--- src/dils_pkg.sv ---
/*
 * Shared constants for the system-side init and link-enable sequencer and its host.
 * Assumes one 125 MHz clock and a synchronous active-low reset in both ends.
 */
package dils_pkg;
    // register numbers of the device map
    localparam logic [7:0] DILS_REG_POWER = 8'h06;
    localparam logic [7:0] DILS_REG_LINE16 = 8'h10;
    localparam logic [7:0] DILS_REG_LINE26 = 8'h1a;
    localparam logic [7:0] DILS_REG_ACIM30 = 8'h1e;
    localparam logic [7:0] DILS_REG_OHS31 = 8'h1f;
    localparam logic [7:0] DILS_REG_PCM33 = 8'h21;
    localparam logic [7:0] DILS_REG_GCI42 = 8'h2a;
    localparam logic [7:0] DILS_REG_TXG38 = 8'h26;
    localparam logic [7:0] DILS_REG_FS31B = 8'h1f;
    localparam logic [7:0] DILS_REG_NUM = 8'h40;
    // field positions in the power register
    localparam int DILS_BIT_SYS_PD = 3;
    localparam int DILS_BIT_LINE_PD = 4;
    localparam logic [7:0] DILS_POWER_RESET = 8'h10; // line side down, system up
    localparam logic [7:0] DILS_POWER_UP = 8'h00;
    // mode enable values
    localparam logic [7:0] DILS_PCM_ENABLE = 8'h20;
    localparam logic [7:0] DILS_GCI_ENABLE = 8'h01;
    // harmonised european profile: current_limit_sel=1 dcv=11 mini=00 (reg 26), acim=0010, ohs/rz/rt=0
    localparam logic [7:0] DILS_EU_LINE16 = 8'h00;
    localparam logic [7:0] DILS_EU_LINE26 = 8'hc2;
    localparam logic [7:0] DILS_EU_ACIM30 = 8'h02;
    // north american profile
    localparam logic [7:0] DILS_US_LINE16 = 8'h00;
    localparam logic [7:0] DILS_US_LINE26 = 8'hc0;
    localparam logic [7:0] DILS_US_ACIM30 = 8'h00;
    localparam logic [7:0] DILS_TXG_DEFAULT = 8'h00;
    localparam logic [7:0] DILS_FS_IIR = 8'h10; // full scale alt + iir enable as chosen
    // pll lock time, kept well under the 1 ms bound, counted at 125 MHz
    localparam int DILS_CLK_MHZ = 125;
    localparam int DILS_LOCK_US = 100;
    localparam int DILS_LOCK_CYC = DILS_LOCK_US * DILS_CLK_MHZ;
    localparam int DILS_LOCK_W = 17;
    // host step order
    typedef enum {
        DILS_H_RESET, DILS_H_WAIT_LOCK, DILS_H_MODE, DILS_H_L16, DILS_H_L26,
        DILS_H_ACIM, DILS_H_TXG, DILS_H_FS, DILS_H_POWER, DILS_H_DONE
    } dils_host_e;
endpackage : dils_pkg

--- src/dils_if.sv ---
/*
 * Connection between the host and the system-side sequencer.
 * Assumes both parties share clk; writes are single-cycle strobes.
 */
`timescale 1ns/1ps
interface dils_if;
    logic dev_reset_n;     // hardware reset pin from host
    logic wr_en;           // one-cycle register write strobe
    logic [7:0] wr_addr;
    logic [7:0] wr_data;
    logic pll_locked;      // device lock flag
    logic link_enabled;    // device link state
    logic ring_detect;     // ring status from link
    modport device (input dev_reset_n, input wr_en, input wr_addr, input wr_data,
                    output pll_locked, output link_enabled, output ring_detect);
    modport host (output dev_reset_n, output wr_en, output wr_addr, output wr_data,
                  input pll_locked, input link_enabled, input ring_detect);
endinterface : dils_if

--- src/dils_device.sv ---
/*
 * System-side power-up sequencer of the voice line interface chipset.
 * Holds the register defaults that keep the line side powered down after
 * any reset, the pll lock timer that runs from the pcm bit clock and the
 * frame sync, the enable of the isolation link and the paths across it.
 * The link opens only when the host has cleared the line powerdown bit and
 * the pll is locked; while it is shut outside reset the transmit sample is looped back to
 * the receive output and no sample, control, ring or caller id data crosses.
 * Setting both powerdown bits latches full powerdown, in which writes are
 * ignored and ring status stays low until the next reset.
 * The lock time is a package constant counted in clk cycles; a gap in the
 * bit clock drops lock and restarts the count.
 * Every output is taken straight from the state register.
 * Assumes pcm clock presence and frame sync arrive as levels already
 * synchronous to clk, a host on dils_if that writes one register per
 * strobe, and a synchronous active-low system reset; the device reset pin
 * from the host acts as a second synchronous reset.
 */
`timescale 1ns/1ps
module dils_device
    import dils_pkg::*;
(
    // system
    input wire logic clk,
    input wire logic reset_n,
    // host side
    dils_if.device bus,
    // pcm highway and line-side data
    input wire logic pcm_clk_present,
    input wire logic pcm_frame_sync,
    input wire logic [15:0] tx_sample,
    input wire logic [15:0] line_rx_sample,
    input wire logic line_ring,
    input wire logic [7:0] line_cid,
    // link outputs
    output logic [15:0] link_tx_sample,
    output logic [15:0] rx_sample,
    output logic [7:0] link_ctrl,
    output logic [7:0] cid_data,
    output logic line_side_powerdown,
    output logic system_powerdown,
    output logic full_powerdown,
    output logic [7:0] mode_reg,
    output logic [7:0] line_cfg
);
    // whole state in one record: the always_comb fills a copy,
    // the always_ff registers it
    typedef struct packed {
        logic [7:0] power; // powerdown register, bits 3 and 4 used
        logic [7:0] pcm; // pcm highway mode register
        logic [7:0] gci; // gci mode register
        logic [7:0] mode; // registered union of the mode enables
        logic [7:0] line26; // current limit, dc termination, minimum current
        logic fs_d; // frame sync one clock late
        logic [DILS_LOCK_W-1:0] lock_cnt;
        logic frame_seen;
        logic locked;
        logic link_on;
        logic ring;
        logic [15:0] tx_out;
        logic [15:0] rx_out;
        logic [7:0] ctrl;
        logic [7:0] cid;
        logic full_pd;
    } dils_dev_s;

    // state register and its next value
    dils_dev_s st_r;
    dils_dev_s st_nxt;

    // helper decodes feeding the next-state logic
    logic rst_active; // either reset source is active
    logic wr_ok; // host write that is allowed to land
    logic fs_rise; // start of a frame sync pulse
    logic lock_end; // lock timer at its last count
    logic line_up; // line powerdown bit cleared
    logic pass_en; // data may cross the link

    // the device pin reset and the system reset both restart the sequence;
    // either one returns every register to the line-side-down defaults
    assign rst_active = !reset_n || !bus.dev_reset_n;

    // writes are dropped while full powerdown is latched
    assign wr_ok = bus.wr_en && !st_r.full_pd;

    // a frame sync counts once per pulse, however long it is held
    assign fs_rise = pcm_frame_sync && !st_r.fs_d;

    // last count of the lock timer
    assign lock_end = st_r.lock_cnt == DILS_LOCK_W'(DILS_LOCK_CYC - 1);

    // host has cleared the line powerdown bit
    assign line_up = !st_r.power[DILS_BIT_LINE_PD];

    // data crosses only while the link is up and full powerdown is clear
    assign pass_en = st_r.link_on && !st_r.full_pd;

    // next-state logic
    always_comb begin
        st_nxt = st_r;
        if (rst_active) begin
            // reset operation: line side down, system side up, link off
            st_nxt = '0;
            st_nxt.power = DILS_POWER_RESET;
            st_nxt.line26 = DILS_US_LINE26;
        end else begin
            // register writes from the host; numbers not held here are ignored,
            // and a power register write shows on the next edge
            if (wr_ok) begin
                unique case (bus.wr_addr)
                    DILS_REG_POWER: st_nxt.power = bus.wr_data;
                    DILS_REG_PCM33: st_nxt.pcm = bus.wr_data;
                    DILS_REG_GCI42: st_nxt.gci = bus.wr_data;
                    DILS_REG_LINE26: st_nxt.line26 = bus.wr_data;
                    default: st_nxt.power = st_r.power;
                endcase
            end

            // one 8-bit register carries the union of both mode enables
            st_nxt.mode = st_nxt.pcm | st_nxt.gci;

            // frame sync delay for the edge detect
            st_nxt.fs_d = pcm_frame_sync;

            // lock needs the bit clock for the lock time and one frame sync;
            // the counter stops at its last value so lock holds while the clock runs
            if (pcm_clk_present) begin
                if (fs_rise) begin
                    st_nxt.frame_seen = 1'b1;
                end
                if (!lock_end) begin
                    st_nxt.lock_cnt = st_r.lock_cnt + DILS_LOCK_W'(1);
                end else if (st_r.frame_seen) begin
                    st_nxt.locked = 1'b1;
                end
            end else begin
                // losing the bit clock drops lock and restarts the timer
                st_nxt.lock_cnt = '0;
                st_nxt.locked = 1'b0;
                st_nxt.frame_seen = 1'b0;
            end

            // link only with line side up and pll locked; checking lock too
            // keeps an early power-up write from opening an unlocked link
            st_nxt.link_on = line_up && st_r.locked;

            // both powerdown bits latch full powerdown; only a reset clears it
            if (st_r.power[DILS_BIT_LINE_PD] && st_r.power[DILS_BIT_SYS_PD]) begin
                st_nxt.full_pd = 1'b1;
            end

            // samples, control, ring status and caller id cross the link
            if (pass_en) begin
                st_nxt.tx_out = tx_sample;
                st_nxt.rx_out = line_rx_sample;
                st_nxt.ctrl = st_r.line26;
                st_nxt.ring = line_ring;
                st_nxt.cid = line_cid;
            end else begin
                // link shut: nothing crosses, transmit loops back to receive
                st_nxt.tx_out = '0;
                st_nxt.rx_out = tx_sample;
                st_nxt.ctrl = '0;
                st_nxt.ring = 1'b0;
                st_nxt.cid = '0;
            end
        end
    end

    // state register
    always_ff @(posedge clk) begin
        st_r <= st_nxt;
    end

    // status back to the host
    assign bus.pll_locked = st_r.locked;
    assign bus.link_enabled = st_r.link_on;
    assign bus.ring_detect = st_r.ring;

    // data paths across the link
    assign link_tx_sample = st_r.tx_out;
    assign rx_sample = st_r.rx_out;
    assign link_ctrl = st_r.ctrl;
    assign cid_data = st_r.cid;

    // power and configuration view
    assign line_side_powerdown = st_r.power[DILS_BIT_LINE_PD];
    assign system_powerdown = st_r.power[DILS_BIT_SYS_PD];
    assign full_powerdown = st_r.full_pd;
    assign mode_reg = st_r.mode;
    assign line_cfg = st_r.line26;
endmodule : dils_device

--- src/flat_wrapper.sv ---
// flat-port wrapper written by rule: the top's interface ports become plain ports
module dils_device_flat import dils_pkg::*;
  (clk, reset_n, pcm_clk_present, pcm_frame_sync, tx_sample, line_rx_sample, line_ring, line_cid, link_tx_sample, rx_sample, link_ctrl, cid_data, line_side_powerdown, system_powerdown, full_powerdown, mode_reg, line_cfg, bus_dev_reset_n, bus_wr_en, bus_wr_addr, bus_wr_data, bus_pll_locked, bus_link_enabled, bus_ring_detect);
  dils_if bus_i ();
  input wire logic clk;
  input wire logic reset_n;
  input wire logic pcm_clk_present;
  input wire logic pcm_frame_sync;
  input wire logic [15:0] tx_sample;
  input wire logic [15:0] line_rx_sample;
  input wire logic line_ring;
  input wire logic [7:0] line_cid;
  output logic [15:0] link_tx_sample;
  output logic [15:0] rx_sample;
  output logic [7:0] link_ctrl;
  output logic [7:0] cid_data;
  output logic line_side_powerdown;
  output logic system_powerdown;
  output logic full_powerdown;
  output logic [7:0] mode_reg;
  output logic [7:0] line_cfg;
  input wire logic [$bits(bus_i.dev_reset_n)-1:0] bus_dev_reset_n;
  input wire logic [$bits(bus_i.wr_en)-1:0] bus_wr_en;
  input wire logic [$bits(bus_i.wr_addr)-1:0] bus_wr_addr;
  input wire logic [$bits(bus_i.wr_data)-1:0] bus_wr_data;
  output wire logic [$bits(bus_i.pll_locked)-1:0] bus_pll_locked;
  output wire logic [$bits(bus_i.link_enabled)-1:0] bus_link_enabled;
  output wire logic [$bits(bus_i.ring_detect)-1:0] bus_ring_detect;
  assign bus_i.dev_reset_n = bus_dev_reset_n;
  assign bus_i.wr_en = bus_wr_en;
  assign bus_i.wr_addr = bus_wr_addr;
  assign bus_i.wr_data = bus_wr_data;
  assign bus_pll_locked = bus_i.pll_locked;
  assign bus_link_enabled = bus_i.link_enabled;
  assign bus_ring_detect = bus_i.ring_detect;
  dils_device u_core (.clk(clk), .reset_n(reset_n), .bus(bus_i), .pcm_clk_present(pcm_clk_present), .pcm_frame_sync(pcm_frame_sync), .tx_sample(tx_sample), .line_rx_sample(line_rx_sample), .line_ring(line_ring), .line_cid(line_cid), .link_tx_sample(link_tx_sample), .rx_sample(rx_sample), .link_ctrl(link_ctrl), .cid_data(cid_data), .line_side_powerdown(line_side_powerdown), .system_powerdown(system_powerdown), .full_powerdown(full_powerdown), .mode_reg(mode_reg), .line_cfg(line_cfg));
endmodule
--- config.mk ---
export PLATFORM = sky130hd
export DESIGN_NAME = dils_device_flat
export DESIGN_NICKNAME = d
export VERILOG_FILES = /design/src/dils_pkg.sv /design/src/dils_if.sv /design/src/dils_device.sv /design/src/flat_wrapper.sv
export SDC_FILE = /design/constraint.sdc
export NUM_CORES = 1
export LEC_CHECK = 0
export ABC_AREA = 1
export BUFFER_PORTS_ARGS = -buffer_cell sky130_fd_sc_hd__buf_2
export CORE_UTILIZATION = 55
export CTS_CLUSTER_DIAMETER = 60
export DETAILED_ROUTE_END_ITERATION = 10
export GPL_ROUTABILITY_DRIVEN = 1
export GPL_TIMING_DRIVEN = 0
export PLACE_DENSITY_LB_ADDON = 0.15
export SLEW_MARGIN = 20
export SYNTH_ARGS = -nofsm -noshare
export SYNTH_HDL_FRONTEND = slang
export SYNTH_SLANG_ARGS = --single-unit
--- constraint.sdc ---
create_clock -name clk -period 1.8 [get_ports clk]
set_input_delay 0.27 -clock clk [delete_from_list [all_inputs] [get_ports clk]]
set_output_delay 0.27 -clock clk [all_outputs]
set_load 0.02 [all_outputs]
==> results.py, run 1 <==
metrics = {
    "routing": {
        "drt-initial-drc-count": 107,
        "wl_mm": 9.83,
        "route.vias.total": 3956,
        "drtAntennaViolNets": 0,
        "dr.pass1.iters": 4,
        "drc": 0,
        "avgRoutedWirePerCell_um": 11.5,
        "vias_per_cell": 4.64,
    },
    "floorplanning": {
        "initial_core_util": 0.574,
        "core_area_um2": 7770,
        "rows": 32,
        "die-area_um2": 8470,
        "die-width_um": 92.1,
        "die_h_um": 92.1,
        "io_pins": 133,
    },
    "setup_path": {
        "crit_path_start_kind": "flop",
        "cp.buffers_inverters": 0,
        "rr_endpoint": "u_core.st_r[65]$_SDFFE_PP0P_",
        "crit_slowest_cell": "dfxtp_1",
        "rr_startpoint": "u_core.st_r[54]$_SDFFE_PP0P_",
        "slowest_delay_ps": 390,
        "crit_path_max_fanout": 5,
        "crit_type": "flop to flop",
        "timing.reg2reg.setup_slack_ps": 310,
        "arrival_ps": 1780,
        "critPathRequiredTime_ps": 2090,
        "crit_chain": "ha_1 > nand3_2 > nor2_1 > nand3b_1 > a21oi_1",
        "critPathCaptureType": "flop",
        "rr_worst_depth": 5,
        "path_delay_family": "simple AND/OR/NAND/NOR gates",
    },
    "final_layout": {
        "utilization": 0.703,
        "layout.area.seq_um2": 2100,
        "multiInputGateArea_um2": 1420,
        "drive_gt1_frac": 0.313,
        "largest_reg_flops": 35,
        "fillCellCount": 676,
        "areaGrowthSynthToFinish_pct": 22.4,
        "antenna_cells": 0,
        "largest_register": "u_core.st_r",
        "final_nets": 809,
    },
    "worst_hold_path": {
        "worstHoldStart": "line_cid[3]",
        "min_path_type": "primary input to flop",
        "hold-path-endpoint": "u_core.cid_data[3]$_SDFF_PP0_",
        "hold_depth": 3,
    },
    "global_route": {
        "grt_use_total": 0.242,
        "antenna_found_initial": 0,
        "grt_max_degree": 19,
        "gr-total-overflow": 0,
        "grt_pass1_vias": 3653,
        "grt_first_pass_wirelength_mm": 16.3,
    },
    "sta": {
        "fin_crit_sh": 0.826,
        "period_minus_slack_ps": 1490,
        "max_slew_margin": 0.629,
        "worst_clock_skew_ps": 9.12,
        "rsz0062_at_grt": "no",
        "finalSetupViolCount": 0,
        "max_freq_mhz": 672,
        "hold_viol_final": 0,
        "tightest_slew_ps": 555,
        "timing.hold.ws_ps": 106,
        "setup_tns_ps": 0,
        "slew_viol_final": 0,
    },
    "outcome": {
        "run_status": "complete, no violations",
    },
    "run": {
        "maxCapViolCount": 0,
    },
    "synthesis": {
        "synth_common_cells": "105 x dfxtp_1, 102 x inv_1, 94 x nand2_1, 87 x nor2_1, 65 x buf_4",
        "synth_seq_cells": 105,
        "synth_area_um2": 4460,
        "synth-seq-area-share": 0.471,
        "synth_edf_count": 0,
        "ys_warn_count": 0,
        "syn_inst": 602,
        "async_flop_share": 0,
        "synth_area_leaders": "dfxtp_1 47%, buf_4 11%, inv_1 8.6%, nand2_1 7.9%, nor2_1 7.3%",
        "ys_types": 24,
        "synth_flop_cell": "dfxtp_1",
        "post-synth-top-area-cell": "dfxtp_1",
        "synth_nets": 666,
        "yosysTopAreaCellShare": 0.471,
        "avgSynthCellArea_um2": 7.41,
        "synthMostInstantiatedCell": "dfxtp_1",
    },
    "power": {
        "p_total_mw": 4.10,
        "vdd_drop_max_mv": 0.646,
        "power.leakage_nw": 2.94,
        "powerDensity_nw_per_um2": 750,
    },
    "clocking": {
        "clkSinkCount": 105,
        "cts-root-buf": "clkbuf_8",
        "post_cts_buffers": 0,
        "numCtsBuffers": 9,
        "htree_levels": 3,
        "worstSkewPairLatency_ps": 360,
        "cts_resized": 0,
        "clkTransAtPathRegs_ps": 100,
        "cts-hold-fix-buffers": 0,
        "tritoncts": "yes",
        "cts_max_path_buffers": 2,
    },
    "placed_design": {
        "io_buffers": 132,
        "hpwlAfterDp_mm": 7.61,
        "finalWeightedCongestion": 0.864,
    },
}
-- cell usage in the layout (no fill, tap or decap), drive strengths merged --
cell	Yosys	final
clkbuf	5	15
dfxtp	105	105
a21oi	34	34
clkinvlp	0	2
bufinv	0	1
nand4	3	3
buf	72	204
ha	1	1
nor2	95	95
nor3	1	1
xor2	1	1
nand3	56	56
nand3b	2	2
nand2	95	95
inv	104	106
o21ai	23	23
or2	4	4
clkinv	1	2
-- metrics by stage --
step	cell area, um^2	setup WS (ps)	cells
detailed placement	5250	160	836
floorplan	4460	550	602
global route	5460	227	852
finish	5460	313	852
CTS	5460	320	852
global placement	5250	144	836
-- logic make-up after synthesis --
group / synth area share
flops: 0.471
simple gates: 0.249
fa+ha+maj: 0.00280
buf+inv: 0.211
compound gates: 0.0640
xor+xnor: 0.00196
-- how the worst max path moves through the flow --
stage                                            start                         endpoint  slack [ps]  cells after the start
floorplan           u_core.full_powerdown$_SDFFE_PP0P_  u_core.line_cfg[3]$_SDFFE_PP0P_         550                      9
global placement                               reset_n     u_core.st_r[65]$_SDFFE_PP0P_         140                      6
detailed placement                             reset_n     u_core.st_r[52]$_SDFFE_PP0P_         160                      6
CTS                       u_core.st_r[54]$_SDFFE_PP0P_     u_core.st_r[59]$_SDFFE_PP0P_         320                      6
global route        u_core.full_powerdown$_SDFFE_PP0P_    u_core.mode_reg[5]$_SDFF_PP0_         230                      6
finish                    u_core.st_r[54]$_SDFFE_PP0P_     u_core.st_r[65]$_SDFFE_PP0P_         310                      5
-- final cells by class --
cell class | instances | share of cell area
flip-flops and latches | 105 | 0.385
multi-input cells | 315 | 0.259
repair buffers | 132 | 0.121
plain buffers | 77 | 0.100
inverters | 105 | 0.0722
clock buffers | 10 | 0.0252
well taps | 102 | 0.0234
clock inverters | 6 | 0.0135
-- metal layers --
metal  vias to the layer above  track usage  share of wire
li1                       2049            -              -
met1                      1764        0.292           0.44
met2                       131        0.433           0.49
met3                        12       0.0431          0.062
met4                         0       0.0807          0.014
met5                         -            0              0
-- where the power goes --
group          switching (mW)  leakage, nW  internal (mW)  total [mW]
registers             0.00552        0.848           2.34        2.34
logic                   0.138         1.99          0.103       0.241
clock network           0.813        0.101          0.698        1.51
-- worst min-delay path, cell delays in order --
cell    delay [ps]
buf_2          100
inv_1           40
nor2_1          30
(Power assumes the default switching activity.)
==> inputs of run 2 (changes only) <==
--- a/config.mk
+++ b/config.mk
@@ -7,7 +7,7 @@
 export LEC_CHECK = 0
 export ABC_AREA = 1
 export BUFFER_PORTS_ARGS = -buffer_cell sky130_fd_sc_hd__buf_2
-export CORE_UTILIZATION = 55
+export CORE_UTILIZATION = 51
 export CTS_CLUSTER_DIAMETER = 60
 export DETAILED_ROUTE_END_ITERATION = 10
 export GPL_ROUTABILITY_DRIVEN = 1
==> constraint.sdc (replaced) <==
create_clock -name clk -period 1.5 [get_ports clk]
set_input_delay 0.225 -clock clk [delete_from_list [all_inputs] [get_ports clk]]
set_output_delay 0.225 -clock clk [all_outputs]
set_load 0.02 [all_outputs]
==> run 2 against run 1 <==
Effect of this change:
- register-to-register slack got worse by 200 ps
- setup slack got worse by 200 ps
- sequential share of layout area decreased by 0.079 points
- clock power increased by 22%
- sequential power increased by 20%
- global-route usage decreased by 1.6 points
- hold slack got worse by 44 ps
==> results.py, run 2 (synthesis results as in run 1) <==
metrics = {
    "outcome": {
        "run_status": "complete, no violations",
    },
    "final_layout": {
        "areaGrowthSynthToFinish_pct": 22.7,
        "utilization": 0.656,
        "fin_area_um2": 5470,
        "final_common_cell": "buf_2",
        "antenna_cells": 0,
        "drive_gt1_frac": 0.316,
        "largest_reg_flops": 35,
        "mostFrequentLayoutCells": "138 x buf_2, 105 x dfxtp_1, 102 x inv_1",
        "final_nets": 809,
        "fillCellCount": 755,
        "stdcell_count": 855,
        "largest_register": "u_core.st_r",
    },
    "routing": {
        "wl_met1_mm": 4.37,
        "wl_mm": 9.85,
        "drc": 0,
        "route.vias.total": 3875,
        "drt-initial-drc-count": 133,
        "vias_per_cell": 4.53,
        "route.met3.wl_um": 754,
        "routed-wl-met2_mm": 4.57,
        "dr.pass1.iters": 4,
        "drtAntennaViolNets": 0,
        "avgRoutedWirePerCell_um": 11.5,
        "highest_layer": "met4",
    },
    "floorplanning": {
        "die_h_um": 95.5,
        "die-area_um2": 9120,
        "rows": 33,
        "core_area_um2": 8340,
        "die-width_um": 95.5,
        "io_pins": 133,
        "initial_core_util": 0.535,
    },
    "setup_path": {
        "rr_startpoint": "u_core.st_r[54]$_SDFFE_PP0P_",
        "timing.reg2reg.setup_slack_ps": 110,
        "crit_type": "flop to flop",
        "rr_endpoint": "u_core.st_r[59]$_SDFFE_PP0P_",
        "arrival_ps": 1690,
        "crit_path_max_fanout": 5,
        "crit_path_start_kind": "flop",
        "critPathRequiredTime_ps": 1800,
        "critPathCaptureType": "flop",
        "rr_worst_depth": 6,
    },
    "global_route": {
        "gr-total-overflow": 0,
        "antenna_found_initial": 0,
        "grt_first_pass_wirelength_mm": 15.9,
        "grt_use_total": 0.227,
        "grt_pass1_vias": 3505,
        "grt_max_degree": 20,
    },
    "sta": {
        "max_slew_margin": 0.701,
        "worst_clock_skew_ps": 7.81,
        "rsz0062_at_grt": "yes",
        "max_freq_mhz": 719,
        "fin_crit_sh": 0.927,
        "finalSetupViolCount": 0,
        "hold_viol_final": 0,
        "period_minus_slack_ps": 1390,
        "tightest_slew_ps": 448,
        "slew_viol_final": 0,
        "worst_slack_ps": 110,
        "timing.hold.ws_ps": 61.8,
        "setup_tns_ps": 0,
    },
    "power": {
        "p_total_mw": 4.94,
        "vdd_drop_max_mv": 0.535,
        "power.leakage_nw": 2.94,
        "powerDensity_nw_per_um2": 904,
    },
    "clocking": {
        "cts_max_path_buffers": 2,
        "post_cts_buffers": 0,
        "numCtsBuffers": 9,
        "htree_levels": 3,
        "clkSinkCount": 105,
        "cts-hold-fix-buffers": 0,
        "worstSkewPairLatency_ps": 370,
        "cts-root-buf": "clkbuf_8",
        "tritoncts": "yes",
        "clkTransAtPathRegs_ps": 100,
    },
    "worst_hold_path": {
        "worstHoldStart": "line_cid[7]",
        "hold-path-endpoint": "u_core.cid_data[7]$_SDFF_PP0_",
        "hold_depth": 3,
        "min_path_type": "primary input to flop",
    },
    "placed_design": {
        "io_buffers": 132,
        "dpl.cell_count": 839,
        "finalWeightedCongestion": 0.851,
        "pre_cts_ws_ps": -112,
        "hpwlAfterDp_mm": 7.52,
        "dpl_cell_area_um2": 5250,
    },
    "run": {
        "maxCapViolCount": 0,
    },
}
==> run 2: layer usage <==
metal  GRT usage  vias to the layer above
met1       0.280                     1683
li1            -                     2044
met5           0                        -
met3      0.0431                       15
met4      0.0871                        0
met2       0.389                      133
==> run 2: power by group <==
| group | switching, mW | internal, mW |
|---|---|---|
| Combinational | 0.166 | 0.124 |
| Sequential | 0.00686 | 2.81 |
| Clock | 1.03 | 0.806 |
==> run 2: what timing repair did <==
item | 4_1_cts | 5_1_grt
endpoints found under the hold margin | 0 | 0
resized for setup | 0 | 2
setup endpoints to repair | 0 | 20
==> run 2: layout make-up <==
type | instances | area (um^2) | area share
tap | 105 | 131 | 0.0240
clock buffer | 9 | 124 | 0.0226
inverter | 105 | 394 | 0.0720
sequential | 105 | 2100 | 0.384
timing repair buffer | 132 | 661 | 0.121
buffer | 77 | 548 | 0.100
clock inverter | 7 | 90.1 | 0.0165
multi-input combinational | 315 | 1420 | 0.260
==> run 2: worst max-delay path by stage <==
stage / startpoint / endpoint / slack, ps / cells after the start
after detailed placement: reset_n / u_core.st_r[55]$_SDFFE_PP0P_ / -110 / 6
after floorplan: u_core.full_powerdown$_SDFFE_PP0P_ / u_core.line_cfg[3]$_SDFFE_PP0P_ / 250 / 9
after global placement: reset_n / u_core.st_r[65]$_SDFFE_PP0P_ / -120 / 6
after CTS: u_core.st_r[54]$_SDFFE_PP0P_ / u_core.st_r[59]$_SDFFE_PP0P_ / 80 / 6
after global routing: u_core.st_r[53]$_SDFFE_PP0P_ / u_core.st_r[59]$_SDFFE_PP0P_ / -30 / 6
final: u_core.st_r[54]$_SDFFE_PP0P_ / u_core.st_r[59]$_SDFFE_PP0P_ / 110 / 6
==> run 2: worst max-delay path, stage by stage, from the launching register on <==
cell and delay [ps]:
dfxtp_1 390, ha_2 250, nand3_2 150, nor2_2 170, inv_1 70, or2_0 190
a21oi_1 110
==> inputs of run 3 (changes only) <==
--- a/config.mk
+++ b/config.mk
@@ -5,9 +5,8 @@
 export SDC_FILE = /design/constraint.sdc
 export NUM_CORES = 1
 export LEC_CHECK = 0
-export ABC_AREA = 1
 export BUFFER_PORTS_ARGS = -buffer_cell sky130_fd_sc_hd__buf_2
-export CORE_UTILIZATION = 51
+export CORE_UTILIZATION = 50
 export CTS_CLUSTER_DIAMETER = 60
 export DETAILED_ROUTE_END_ITERATION = 10
 export GPL_ROUTABILITY_DRIVEN = 1
==> run 3 against run 2 <==
Effect of this change:
- the run now ends with setup timing left
- critical endpoint is now u_core.st_r[69]$_SDFFE_PP0P_
- non-clock buffer count rose by 11
- hold slack improved by 7.3 ps
- maximum frequency fell by 8.0%
==> results.py, run 3 <==
metrics = {
    "outcome": {
        "run_status": "finished, violations left",
        "violations": "setup timing",
    },
    "synthesis": {
        "synth_nets": 496,
        "async_flop_share": 0,
        "syn_inst": 432,
        "synthMostInstantiatedCell": "dfxtp_1",
        "avgSynthCellArea_um2": 9.49,
        "synth_area_leaders": "dfxtp_1 51%, buf_4 12%, mux2i_1 5.9%, and3_1 5.6%, nand2_1 4.1%",
        "post-synth-top-area-cell": "dfxtp_1",
        "synth_edf_count": 0,
        "yosysTopAreaCellShare": 0.513,
        "synth_common_cells": "105 x dfxtp_1, 64 x buf_4, 45 x nand2_1, 37 x and3_1, 36 x nor2_1",
        "synth_compound_area_frac": 0.0540,
        "synthSimpleGateAreaFrac": 0.211,
        "synth_area_um2": 4100,
        "synthXorXnorAreaFrac": 0.0235,
        "synth_top_family_by_area": "simple AND/OR/NAND/NOR gates",
        "synth_seq_cells": 105,
        "ys_warn_count": 0,
        "synth_flop_cell": "dfxtp_1",
        "synthAdderAreaFrac": 0.00305,
        "ys_types": 37,
        "synth-seq-area-share": 0.513,
        "synthMuxAreaShare": 0.0586,
    },
    "clocking": {
        "numCtsBuffers": 9,
        "cts-root-buf": "clkbuf_8",
        "htree_levels": 3,
        "clkSinkCount": 105,
        "worstSkewPairLatency_ps": 370,
        "cts_max_path_buffers": 2,
        "clkTransAtPathRegs_ps": 110,
        "tritoncts": "yes",
    },
    "sta": {
        "fin_crit_sh": 1.01,
        "max_slew_margin": 0.633,
        "slew_viol_final": 0,
        "setup_tns_ps": -10.3,
        "tightest_slew_ps": 549,
        "worst_slack_ps": -10.3,
        "worst_clock_skew_ps": 16.0,
        "period_minus_slack_ps": 1510,
        "hold_viol_final": 0,
        "max_freq_mhz": 662,
        "finalSetupViolCount": 1,
        "rsz0062_at_grt": "yes",
    },
    "placed_design": {
        "pre_cts_ws_ps": -274,
        "dpl.cell_count": 666,
        "hpwlAfterDp_mm": 6.64,
        "finalWeightedCongestion": 0.819,
        "io_buffers": 132,
    },
    "final_layout": {
        "mostFrequentLayoutCells": "132 x buf_2, 92 x dfxtp_1, 73 x buf_4",
        "utilization": 0.674,
        "antenna_cells": 0,
        "drive_gt1_frac": 0.433,
        "areaGrowthSynthToFinish_pct": 29.0,
        "stdcell_count": 689,
        "largest_register": "u_core.st_r",
        "final_nets": 646,
        "final_common_cell": "buf_2",
        "fillCellCount": 682,
        "largest_reg_flops": 35,
    },
    "power": {
        "powerDensity_nw_per_um2": 923,
        "p_total_mw": 4.88,
        "power.leakage_nw": 2.71,
        "vdd_drop_max_mv": 0.462,
    },
    "floorplanning": {
        "core_area_um2": 7850,
        "initial_core_util": 0.522,
        "io_pins": 133,
        "die-area_um2": 8570,
        "die-width_um": 92.6,
        "die_h_um": 92.6,
        "rows": 32,
    },
    "routing": {
        "avgRoutedWirePerCell_um": 13.3,
        "drt-initial-drc-count": 78,
        "dr.pass1.iters": 4,
        "route.vias.total": 3366,
        "wl_mm": 9.18,
        "drc": 0,
        "drtAntennaViolNets": 0,
        "vias_per_cell": 4.89,
    },
    "setup_path": {
        "rr_startpoint": "u_core.st_r[63]$_SDFFE_PP0P_",
        "cp-startpoint": "u_core.st_r[63]$_SDFFE_PP0P_",
        "rr_worst_depth": 4,
        "crit_path_max_fanout": 5,
        "timing.reg2reg.setup_slack_ps": -10,
        "crit_path_start_kind": "flop",
        "critPathCaptureType": "flop",
        "crit_type": "flop to flop",
        "arrival_ps": 1810,
        "crit_end": "u_core.st_r[69]$_SDFFE_PP0P_",
        "critPathRequiredTime_ps": 1800,
        "rr_endpoint": "u_core.st_r[69]$_SDFFE_PP0P_",
    },
    "global_route": {
        "grt_pass1_vias": 2966,
        "grt_max_degree": 20,
        "grt_use_total": 0.216,
        "grt_first_pass_wirelength_mm": 14.2,
        "gr-total-overflow": 0,
        "antenna_found_initial": 0,
    },
    "worst_hold_path": {
        "min_path_type": "primary input to flop",
    },
    "run": {
        "maxCapViolCount": 0,
    },
}
[run 3: cell count changes after synthesis, sizes merged, moves of 19 or more]
cell	delta
and3	+37
inv	-99
mux2i	+24
nand2	-50
nand3	-47
nor2	-59
o21ai	-19
[run 3: final cells by class]
type                            count  area [um^2]  area share
Timing Repair Buffer              141          728       0.138
Inverter                            5         18.8     0.00355
Clock buffer                        9          124      0.0234
Sequential cell                   105         2140       0.405
Tap cell                          102          128      0.0241
Buffer                             79          539       0.102
Clock inverter                      7         86.3      0.0163
Multi-Input combinational cell    241         1520       0.288
[run 3: metal layers]
layer	GRT usage	share of wire	vias up
met1	0.278	0.45	1567
li1	-	-	1687
met3	0.0386	0.060	8
met2	0.359	0.48	104
met5	0	0	-
met4	0.0820	0.0098	0
[run 3: how the worst min path moves through the flow]
stage | from | end | slack (ps) | cells past startpoint
final | line_ring | u_core.bus.ring_detect$_SDFF_PP0_ | 70 | 2
after global routing | line_rx_sample[1] | u_core.rx_sample[1]$_SDFF_PP0_ | 70 | 3
after CTS | line_ring | u_core.bus.ring_detect$_SDFF_PP0_ | 60 | 2
after detailed placement | line_ring | u_core.bus.ring_detect$_SDFF_PP0_ | 460 | 2
after global placement | u_core.st_r[52]$_SDFFE_PP0P_ | u_core.st_r[52]$_SDFFE_PP0P_ | 450 | 2
after floorplan | bus_wr_data[6] | u_core.line_cfg[6]$_SDFFE_PP1P_ | 350 | 2
[run 3: stage by stage]
stage / hold slack [ps] / cell area, um^2
detailed placement: 457 / 4900
global route: 65.6 / 5290
floorplan: 350 / 4110
finish: 69.1 / 5290
CTS: 63.9 / 5180
global placement: 447 / 4900
[run 3: cell families after synthesis]
| kind of cell | after synthesis |
|---|---|
| AND/OR/NAND/NOR | 164 |
| flip-flops | 105 |
| buffers and inverters | 86 |
| AO/OA/AOI/OAI | 41 |
| multiplexers | 24 |
| XOR/XNOR | 11 |
| adder cells (fa/ha/maj) | 1 |
[run 3: where the power goes]
group | switching (mW) | internal (mW) | total [mW] | leakage [nW]
registers | 0.00780 | 2.79 | 2.80 | 0.858
clock network | 1.01 | 0.807 | 1.81 | 0.108
logic | 0.146 | 0.122 | 0.268 | 1.74
total | 1.16 | 3.72 | 4.88 | 2.71
[run 3: timing repair]
action                     in CTS  in global routing
pin swaps                       4                  7
hold buffers                    0                  0
setup endpoints to repair      44                 22
setup buffers                   2                  7
gates resized for setup        21                 15
[run 3: critical path, cell delays in order (launching register included)]
cell and delay, ps:
dfxtp_4 390, nand3_4 80, or3_4 380, or4b_1 460, a21oi_1 130
